### src/drpt_map.vh
// drpt_map.vh: shared constants for the packet timing block
// assumes: included by bare name from the packet timing module and the bench
`ifndef DRPT_MAP_VH
`define DRPT_MAP_VH

// ---------------------------------------------------------------
// packet framing, in channel cycles
// ---------------------------------------------------------------
`define DRPT_PACKET_CYCLES   3'h4
`define DRPT_ROW_CORE_EXTRA  4'h1
`define DRPT_CAC_MIN         4'h8
`define DRPT_CAC_MAX         4'hC
`define DRPT_CAC_RESET       4'h8
`define DRPT_STORE_LATENCY   4'h6
`define DRPT_CLOSE_OFFSET    4'h4
`define DRPT_DELAY_DEPTH     12

// ---------------------------------------------------------------
// column command codes on the column bus
// ---------------------------------------------------------------
`define DRPT_COL_NOP         3'h0
`define DRPT_COL_READ        3'h1
`define DRPT_COL_STORE       3'h2
`define DRPT_COL_READ_AC     3'h3
`define DRPT_COL_STORE_AC    3'h4
`define DRPT_COL_RETIRE      3'h5
`define DRPT_COL_CLOSE       3'h6

`endif

### src/drpt_delay_line.v
// drpt_delay_line.v: tapped shift line of tagged events
// assumes: advance is a one-cycle pulse per channel cycle, tap >= 1
`timescale 1ns/1ps

module drpt_delay_line
#(
   parameter DEPTH = 12,
   parameter W     = 5,
   parameter TAPW  = 4
)
(
   input  wire            sys_clk,
   input  wire            rst_n,
   input  wire            advance,
   input  wire            inValid,
   input  wire [W-1:0]    inData,
   input  wire [TAPW-1:0] tap,
   output wire            outValid,
   output wire [W-1:0]    outData
);

   reg [DEPTH:1] vld;
   reg [W-1:0]   dat [1:DEPTH];

   // ------------------------------------------------------------
   // stages
   // ------------------------------------------------------------
   // an event entered at advance k is seen at stage n on advance k+n
   genvar g;
   generate
      for (g = 1; g <= DEPTH; g = g + 1)
      begin : stage
         always @(posedge sys_clk or negedge rst_n)
         begin
            if (!rst_n)
            begin
               vld[g] <= 1'b0;
               dat[g] <= {W{1'b0}};
            end
            else if (advance)
            begin
               if (g == 1)
               begin
                  vld[g] <= inValid;
                  dat[g] <= inData;
               end
               else
               begin
                  vld[g] <= vld[g-1];
                  dat[g] <= dat[g-1];
               end
            end
         end
      end
   endgenerate

   assign outValid = advance & vld[tap];
   assign outData  = dat[tap];

endmodule

### src/drpt_packet_timing.v
// drpt_packet_timing.v: device-side packet timing of a DRAM channel
// assumes: channel pins change on the falling channel clock edge and
// are sampled at its rising edge; readLatency is static on sys_clk
//
// Function
// [RULE1] controller waits row-to-column delay before column command
// [RULE2] core sees row-to-column one cycle longer
// [RULE3] read data returns 8 to 12 cycles later
// [RULE4] controller drives store data six cycles later
// [RULE5] controller spaces column packets four cycles
// [RULE6] every packet occupies exactly four cycles
// [RULE7] controller waits eight cycles before retire or mask
// [RULE8] autoclose commands imply a close four cycles later
// [RULE9] controller waits four cycles after read before close
// [RULE10] controller waits four cycles after retire before close
// [RULE11] column and extended closes share row-close constraints
// [RULE12] controller separates same-bank opens by 28 cycles
// [RULE13] bank stays open 20 cycles, at most 64 us
// [RULE14] controller waits eight cycles after close before open
// [RULE15] controller spaces opens within device eight cycles
// [RULE16] controller tracks counters and holds packets back
`timescale 1ns/1ps
`include "drpt_map.vh"

module drpt_packet_timing
#(
   parameter BANKW = 5
)
(
   input  wire                  sys_clk,
   input  wire                  rst_n,
   input  wire                  chanClk,
   input  wire                  rowStart,
   input  wire                  rowOpen,
   input  wire [BANKW-1:0]      rowBank,
   input  wire                  colStart,
   input  wire [2:0]            colCmd,
   input  wire [BANKW-1:0]      colBank,
   input  wire                  extStart,
   input  wire                  extClose,
   input  wire [BANKW-1:0]      extBank,
   input  wire [3:0]            readLatency,
   output reg                   chanTick,
   output reg                   coreOpenValid,
   output reg  [BANKW-1:0]      coreOpenBank,
   output reg  [(1<<BANKW)-1:0] coreCloseMask,
   output reg                   coreColValid,
   output reg                   coreColStore,
   output reg  [BANKW-1:0]      coreColBank,
   output reg                   readDataStart,
   output reg  [BANKW-1:0]      readDataBank,
   output reg                   writeDataCapture,
   output reg  [BANKW-1:0]      writeDataBank
);

   localparam BANKS = 1 << BANKW;
   localparam PINW  = 3 * BANKW + 9;

   // ------------------------------------------------------------
   // pin synchronisers and channel clock edge
   // ------------------------------------------------------------
   wire [PINW-1:0] pinRaw;
   reg  [PINW-1:0] pinMeta;
   reg  [PINW-1:0] pinSync;
   reg             clkPrev;

   assign pinRaw = {chanClk, rowStart, rowOpen, rowBank, colStart,
                    colCmd, colBank, extStart, extClose, extBank};

   always @(posedge sys_clk or negedge rst_n)
   begin
      if (!rst_n)
      begin
         pinMeta <= {PINW{1'b0}};
         pinSync <= {PINW{1'b0}};
         clkPrev <= 1'b0;
      end
      else
      begin
         pinMeta <= pinRaw;
         pinSync <= pinMeta;
         clkPrev <= pinSync[PINW-1];
      end
   end

   wire             sClk      = pinSync[PINW-1];
   wire             sRowStart = pinSync[PINW-2];
   wire             sRowOpen  = pinSync[PINW-3];
   wire [BANKW-1:0] sRowBank  = pinSync[PINW-4 -: BANKW];
   wire             sColStart = pinSync[2*BANKW+5];
   wire [2:0]       sColCmd   = pinSync[2*BANKW+4 -: 3];
   wire [BANKW-1:0] sColBank  = pinSync[2*BANKW+1 -: BANKW];
   wire             sExtStart = pinSync[BANKW+1];
   wire             sExtClose = pinSync[BANKW];
   wire [BANKW-1:0] sExtBank  = pinSync[BANKW-1:0];
   wire             tick      = sClk & ~clkPrev;

   // ------------------------------------------------------------
   // packet framing: a start inside a running packet is ignored
   // ------------------------------------------------------------
   wire [2:0] busStart = {sExtStart, sColStart, sRowStart};
   wire [2:0] accept;
   reg  [2:0] busyCnt [0:2];

   genvar b;
   generate
      for (b = 0; b < 3; b = b + 1)
      begin : frame
         assign accept[b] = tick & busStart[b] & (busyCnt[b] == 3'h0);
         always @(posedge sys_clk or negedge rst_n)
         begin
            if (!rst_n)
               busyCnt[b] <= 3'h0;
            else if (accept[b])
               busyCnt[b] <= `DRPT_PACKET_CYCLES - 3'h1;  // see [RULE6]
            else if (tick && busyCnt[b] != 3'h0)
               busyCnt[b] <= busyCnt[b] - 3'h1;
         end
      end
   endgenerate

   // ------------------------------------------------------------
   // command decode
   // ------------------------------------------------------------
   function [BANKS-1:0] bankMask;
      input [BANKW-1:0] bank;
      begin
         bankMask = {{(BANKS-1){1'b0}}, 1'b1} << bank;
      end
   endfunction

   function [3:0] clampLatency;
      input [3:0] v;
      begin
         if (v < `DRPT_CAC_MIN)
            clampLatency = `DRPT_CAC_MIN;
         else if (v > `DRPT_CAC_MAX)
            clampLatency = `DRPT_CAC_MAX;
         else
            clampLatency = v;
      end
   endfunction

   reg [BANKS-1:0] storeAcPend;

   wire rowOpenAcc  = accept[0] & sRowOpen;
   wire rowCloseAcc = accept[0] & ~sRowOpen;
   wire colRead     = (sColCmd == `DRPT_COL_READ) |
                      (sColCmd == `DRPT_COL_READ_AC);
   wire colStore    = (sColCmd == `DRPT_COL_STORE) |
                      (sColCmd == `DRPT_COL_STORE_AC);
   wire colAccess   = accept[1] & (colRead | colStore);
   wire colImplied  = accept[1] &
                      ((sColCmd == `DRPT_COL_READ_AC) |
                       (sColCmd == `DRPT_COL_CLOSE) |
                       ((sColCmd == `DRPT_COL_RETIRE) &
                        storeAcPend[sColBank]));     // see [RULE8]
   wire extImplied  = accept[2] & sExtClose;

   // an autoclose store arms its bank; the retire consumes it
   always @(posedge sys_clk or negedge rst_n)
   begin
      if (!rst_n)
         storeAcPend <= {BANKS{1'b0}};
      else if (accept[1])
      begin
         case (sColCmd)
            `DRPT_COL_STORE_AC:
               storeAcPend <= storeAcPend | bankMask(sColBank);
            `DRPT_COL_STORE,
            `DRPT_COL_RETIRE:
               storeAcPend <= storeAcPend & ~bankMask(sColBank);
            default:
               storeAcPend <= storeAcPend;
         endcase
      end
   end

   // ------------------------------------------------------------
   // delay lines on the channel cycle
   // ------------------------------------------------------------
   wire             colCoreDly;
   wire [BANKW:0]   colCoreDat;
   wire             readDly;
   wire [BANKW-1:0] readDlyBank;
   wire             storeDly;
   wire [BANKW-1:0] storeDlyBank;
   wire             colCloseDly;
   wire [BANKW-1:0] colCloseBank;
   wire             extCloseDly;
   wire [BANKW-1:0] extCloseBank;

   // columns reach the core one cycle late, so the core sees the
   // row-to-column gap one longer than the pins show
   drpt_delay_line #(.DEPTH(`DRPT_DELAY_DEPTH), .W(BANKW+1), .TAPW(4))
   uColCore (
      .sys_clk  (sys_clk),
      .rst_n    (rst_n),
      .advance  (tick),
      .inValid  (colAccess),
      .inData   ({colStore, sColBank}),
      .tap      (`DRPT_ROW_CORE_EXTRA),                 // see [RULE2]
      .outValid (colCoreDly),
      .outData  (colCoreDat)
   );

   drpt_delay_line #(.DEPTH(`DRPT_DELAY_DEPTH), .W(BANKW), .TAPW(4))
   uRead (
      .sys_clk  (sys_clk),
      .rst_n    (rst_n),
      .advance  (tick),
      .inValid  (colAccess & colRead),
      .inData   (sColBank),
      .tap      (clampLatency(readLatency)),            // see [RULE3]
      .outValid (readDly),
      .outData  (readDlyBank)
   );

   // store data is taken at the fixed slot the controller must hit
   drpt_delay_line #(.DEPTH(`DRPT_DELAY_DEPTH), .W(BANKW), .TAPW(4))
   uStore (
      .sys_clk  (sys_clk),
      .rst_n    (rst_n),
      .advance  (tick),
      .inValid  (colAccess & colStore),
      .inData   (sColBank),
      .tap      (`DRPT_STORE_LATENCY),                  // see [RULE4]
      .outValid (storeDly),
      .outData  (storeDlyBank)
   );

   // two lines so a column and an extended close never collide
   drpt_delay_line #(.DEPTH(`DRPT_DELAY_DEPTH), .W(BANKW), .TAPW(4))
   uColClose (
      .sys_clk  (sys_clk),
      .rst_n    (rst_n),
      .advance  (tick),
      .inValid  (colImplied),
      .inData   (sColBank),
      .tap      (`DRPT_CLOSE_OFFSET),                   // see [RULE8]
      .outValid (colCloseDly),
      .outData  (colCloseBank)
   );

   drpt_delay_line #(.DEPTH(`DRPT_DELAY_DEPTH), .W(BANKW), .TAPW(4))
   uExtClose (
      .sys_clk  (sys_clk),
      .rst_n    (rst_n),
      .advance  (tick),
      .inValid  (extImplied),
      .inData   (sExtBank),
      .tap      (`DRPT_CLOSE_OFFSET),                   // see [RULE8]
      .outValid (extCloseDly),
      .outData  (extCloseBank)
   );

   // ------------------------------------------------------------
   // core side outputs
   // ------------------------------------------------------------
   wire [BANKS-1:0] next_coreCloseMask =
      ({BANKS{rowCloseAcc}} & bankMask(sRowBank)) |
      ({BANKS{colCloseDly}} & bankMask(colCloseBank)) |
      ({BANKS{extCloseDly}} & bankMask(extCloseBank));

   always @(posedge sys_clk or negedge rst_n)
   begin
      if (!rst_n)
      begin
         chanTick         <= 1'b0;
         coreOpenValid    <= 1'b0;
         coreOpenBank     <= {BANKW{1'b0}};
         coreCloseMask    <= {BANKS{1'b0}};
         coreColValid     <= 1'b0;
         coreColStore     <= 1'b0;
         coreColBank      <= {BANKW{1'b0}};
         readDataStart    <= 1'b0;
         readDataBank     <= {BANKW{1'b0}};
         writeDataCapture <= 1'b0;
         writeDataBank    <= {BANKW{1'b0}};
      end
      else
      begin
         chanTick         <= tick;
         coreOpenValid    <= rowOpenAcc;
         coreCloseMask    <= next_coreCloseMask;
         coreColValid     <= colCoreDly;
         readDataStart    <= readDly;
         writeDataCapture <= storeDly;
         if (rowOpenAcc)
            coreOpenBank <= sRowBank;
         if (colCoreDly)
         begin
            coreColStore <= colCoreDat[BANKW];
            coreColBank  <= colCoreDat[BANKW-1:0];
         end
         if (readDly)
            readDataBank <= readDlyBank;
         if (storeDly)
            writeDataBank <= storeDlyBank;
      end
   end

endmodule

### config.mk
export PLATFORM = sky130hd
export DESIGN_NAME = drpt_packet_timing
export DESIGN_NICKNAME = d
export VERILOG_FILES = /design/src/drpt_delay_line.v /design/src/drpt_packet_timing.v
export VERILOG_INCLUDE_DIRS = /design/src
export SDC_FILE = /design/constraint.sdc
export NUM_CORES = 1
export LEC_CHECK = 0
export BUFFER_PORTS_ARGS = -buffer_cell sky130_fd_sc_hd__buf_2
export CORE_MARGIN = 1
export CORE_UTILIZATION = 60
export DETAILED_ROUTE_END_ITERATION = 8
export PLACE_DENSITY_LB_ADDON = 0.3
export SYNTH_ARGS = -nofsm -noshare
export SYNTH_HDL_FRONTEND = slang
export SYNTH_SLANG_ARGS = --single-unit
### constraint.sdc
create_clock -name sys_clk -period 5.5 [get_ports sys_clk]
set_input_delay 0.275 -clock sys_clk [delete_from_list [all_inputs] [get_ports sys_clk]]
set_output_delay 0.275 -clock sys_clk [all_outputs]
set_load 0.02 [all_outputs]
==> impl_metrics.env <==
export IMPL_synthesis_nets=1009
export IMPL_wire_per_inst_um=16.2
export IMPL_ys_seq_elements=256
export IMPL_numPortBuffers=87
export IMPL_hold_class="in -> reg"
export IMPL_antenna_left=0
export IMPL_synthesis_area_mm2=0.0103
export IMPL_synth_cells=973
export IMPL_power_mw=4.83
export IMPL_grt_max_degree=124
export IMPL_std_cell_rows=47
export IMPL_yosys_area_top_type="dfrtp_1"
export IMPL_synth_warnings=0
export IMPL_drt_initial_drc_count=598
export IMPL_clk_pin_slew_ns=0.06
export IMPL_grt_pass1_vias=7200
export IMPL_die_h_um=133
export IMPL_wl_mm=21.3
export IMPL_worst_pin_slew_ns=1.24
export IMPL_vias=7341
export IMPL_drc=0
export IMPL_skew_ns=0.00919
export IMPL_worstReg2RegStart="clkPrev"
export IMPL_fin_util_pct=72.4
export IMPL_hold_slack_ns=0.191
export IMPL_powerDensity_mw_per_mm2=400
export IMPL_cts_root_buf="clkbuf_16"
export IMPL_ys_async_sr_fraction_pct=100
export IMPL_hpwl_mm=13.5
export IMPL_cp_max_fo=60
export IMPL_clk_latency_ns=0.52
export IMPL_report_final_slew_viol_count=0
export IMPL_initial_utilization_pct=61.7
export IMPL_required_ns=5.91
export IMPL_avgSynthCellArea_um2=10.5
export IMPL_core_mm2=0.0166
export IMPL_post_route_period_util_pct=43.6
export IMPL_cp_startpoint="clkPrev"
export IMPL_fill_cells=1166
export IMPL_place_gp_congestion=0.942
export IMPL_cts_tree="built"
export IMPL_min_from="readLatency[3]"
export IMPL_clk_path_buf_depth=3
export IMPL_num_antenna_cells=0
export IMPL_slew_headroom_pct=17.5
export IMPL_synthFlopType="dfrtp_1"
export IMPL_synth_top_area_share_pct=62.4
export IMPL_antenna_found_initial=0
export IMPL_yosys_cell_types_count=49
export IMPL_h_tree_depth=1
export IMPL_ys_top_cells_by_count="nand2_1, dfrtp_1, mux2_2, nor2_1, o221ai_1"
export IMPL_place_area_mm2=0.0109
export IMPL_grt_pass1_wl_mm=35.7
export IMPL_grt_ovfl_total=0
export IMPL_die_w_um=133
export IMPL_hold_violations=0
export IMPL_final_nets=1110
export IMPL_finalInstanceArea_mm2=0.0121
export IMPL_clock_sinks=256
export IMPL_end_kind="flop"
export IMPL_ys_seq_area_share_pct=62.4
export IMPL_grt_usage_pct=25.2
export IMPL_yosysMostFrequentCell="nand2_1"
export IMPL_firstDrtPassIters=5
export IMPL_cts_setup_buffers=0
export IMPL_vias_per_cell=5.61
export IMPL_max_freq_mhz=417
export IMPL_cp_data_arrival_time_ns=2.81
export IMPL_drive_gt1_share_pct=18.5
export IMPL_synthTopCellsByArea="dfrtp_1, nand2_1, mux2_2"
export IMPL_fin_crit_ns=2.40
export IMPL_synth_edf_count=0
export IMPL_setup_tns_ns=0
export IMPL_outcome="finished, final reports clean"
export IMPL_startpoint_type="flop"
export IMPL_rrSetupSlack_ns=3.10
export IMPL_ir_drop_uv=360
export IMPL_p_leak_nw=6.21
export IMPL_cap_violations=0
export IMPL_setup_viol_count_final=0
export IMPL_die_area_mm2=0.0176
export IMPL_rsz0062_at_grt="no"
export IMPL_ios=88
export IMPL_cts_made_buffers=26
export IMPL_area_delta_synth_final_pct=17.4
export IMPL_crit_type="reg -> reg"
final cells by class:
type,count,area (µm²),share of cell area [%]
well taps,220,275,2.28
clock inverters,7,163,1.35
inverters,18,68.8,0.571
multi-input cells,654,3620,30.0
clock buffers,36,779,6.47
flip-flops and latches,256,6410,53.1
repair buffers,118,741,6.14
metal layers:
layer	wire length, µm	vias to the layer above	global-route usage, %
met5	0	-	0
met4	484	0	8.56
met3	1030	41	3.45
met2	10300	248	40.3
met1	9440	3629	35.9
li1	-	3423	-
timing repair:
| action | CTS | global route |
|---|---|---|
| hold buffers | 25 | 0 |
| gates resized for setup | 0 | 0 |
| endpoints found under the hold margin | 144 | 0 |
critical path, stage by stage, from the launching register on:
cell      delay [ns]
dfrtp_1         0.37
nand2b_4        0.33
clkinv_2        0.24
buf_4           0.51
nand2_1         0.12
nor2_1          0.28
nand2b_1        0.19
o221ai_1        0.24
layout by cell type (no fill, tap or decap), types with 3 or more instances in the layout:
| master | instances |
|---|---|
| mux2_2 | 53 |
| nand3_1 | 15 |
| dfrtp_1 | 256 |
| nand2b_1 | 14 |
| inv_1 | 16 |
| o31ai_1 | 3 |
| a222oi_1 | 5 |
| nor2_1 | 51 |
| and3_1 | 3 |
| nand2_1 | 368 |
| buf_4 | 6 |
| bufinv_16 | 5 |
| buf_2 | 86 |
| clkbuf_8 | 7 |
| mux2i_1 | 8 |
| nand3b_1 | 4 |
| a21o_1 | 5 |
| o21ai_0 | 18 |
| mux4_2 | 4 |
| a2111oi_0 | 3 |
| clkbuf_16 | 27 |
| nor3b_1 | 3 |
| a31oi_1 | 3 |
| or2_2 | 4 |
| mux2_1 | 6 |
| dlygate4sd3_1 | 25 |
| a21oi_1 | 4 |
| nor2b_1 | 12 |
| and3b_1 | 3 |
| ha_1 | 6 |
| o221ai_1 | 33 |
cells by family after synthesis:
family | share of synthesized area, %
simple gates | 19.9
flops | 62.4
compound gates | 6.14
mux | 8.13
buf+inv | 2.43
fa+ha+maj | 0.731
xor+xnor | 0.256
per-stage QoR:
stage	worst slack [ns]	cells
6_report	3.10	1309
5_1_grt	2.89	1309
4_1_cts	3.13	1309
3_5_place_dp	3.14	1241
3_3_place_gp	3.19	1241
2_1_floorplan	3.56	973
worst paths after layout:
kind,depth (start not counted),to
max,7,coreCloseMask[10]
min,3,readDataStart
max reg2reg,7,coreCloseMask[10]
min reg2reg,0,pinSync[4]
max in group asynchronous,3,pinSync[13]
min in group asynchronous,2,coreCloseMask[0]
power by group:
group | switching, mW | internal [mW] | total (mW)
logic | 0.376 | 0.243 | 0.619
registers | 0.187 | 2.12 | 2.31
clock network | 0.687 | 1.21 | 1.90
total | 1.25 | 3.58 | 4.83
(Power assumes the default switching activity.)
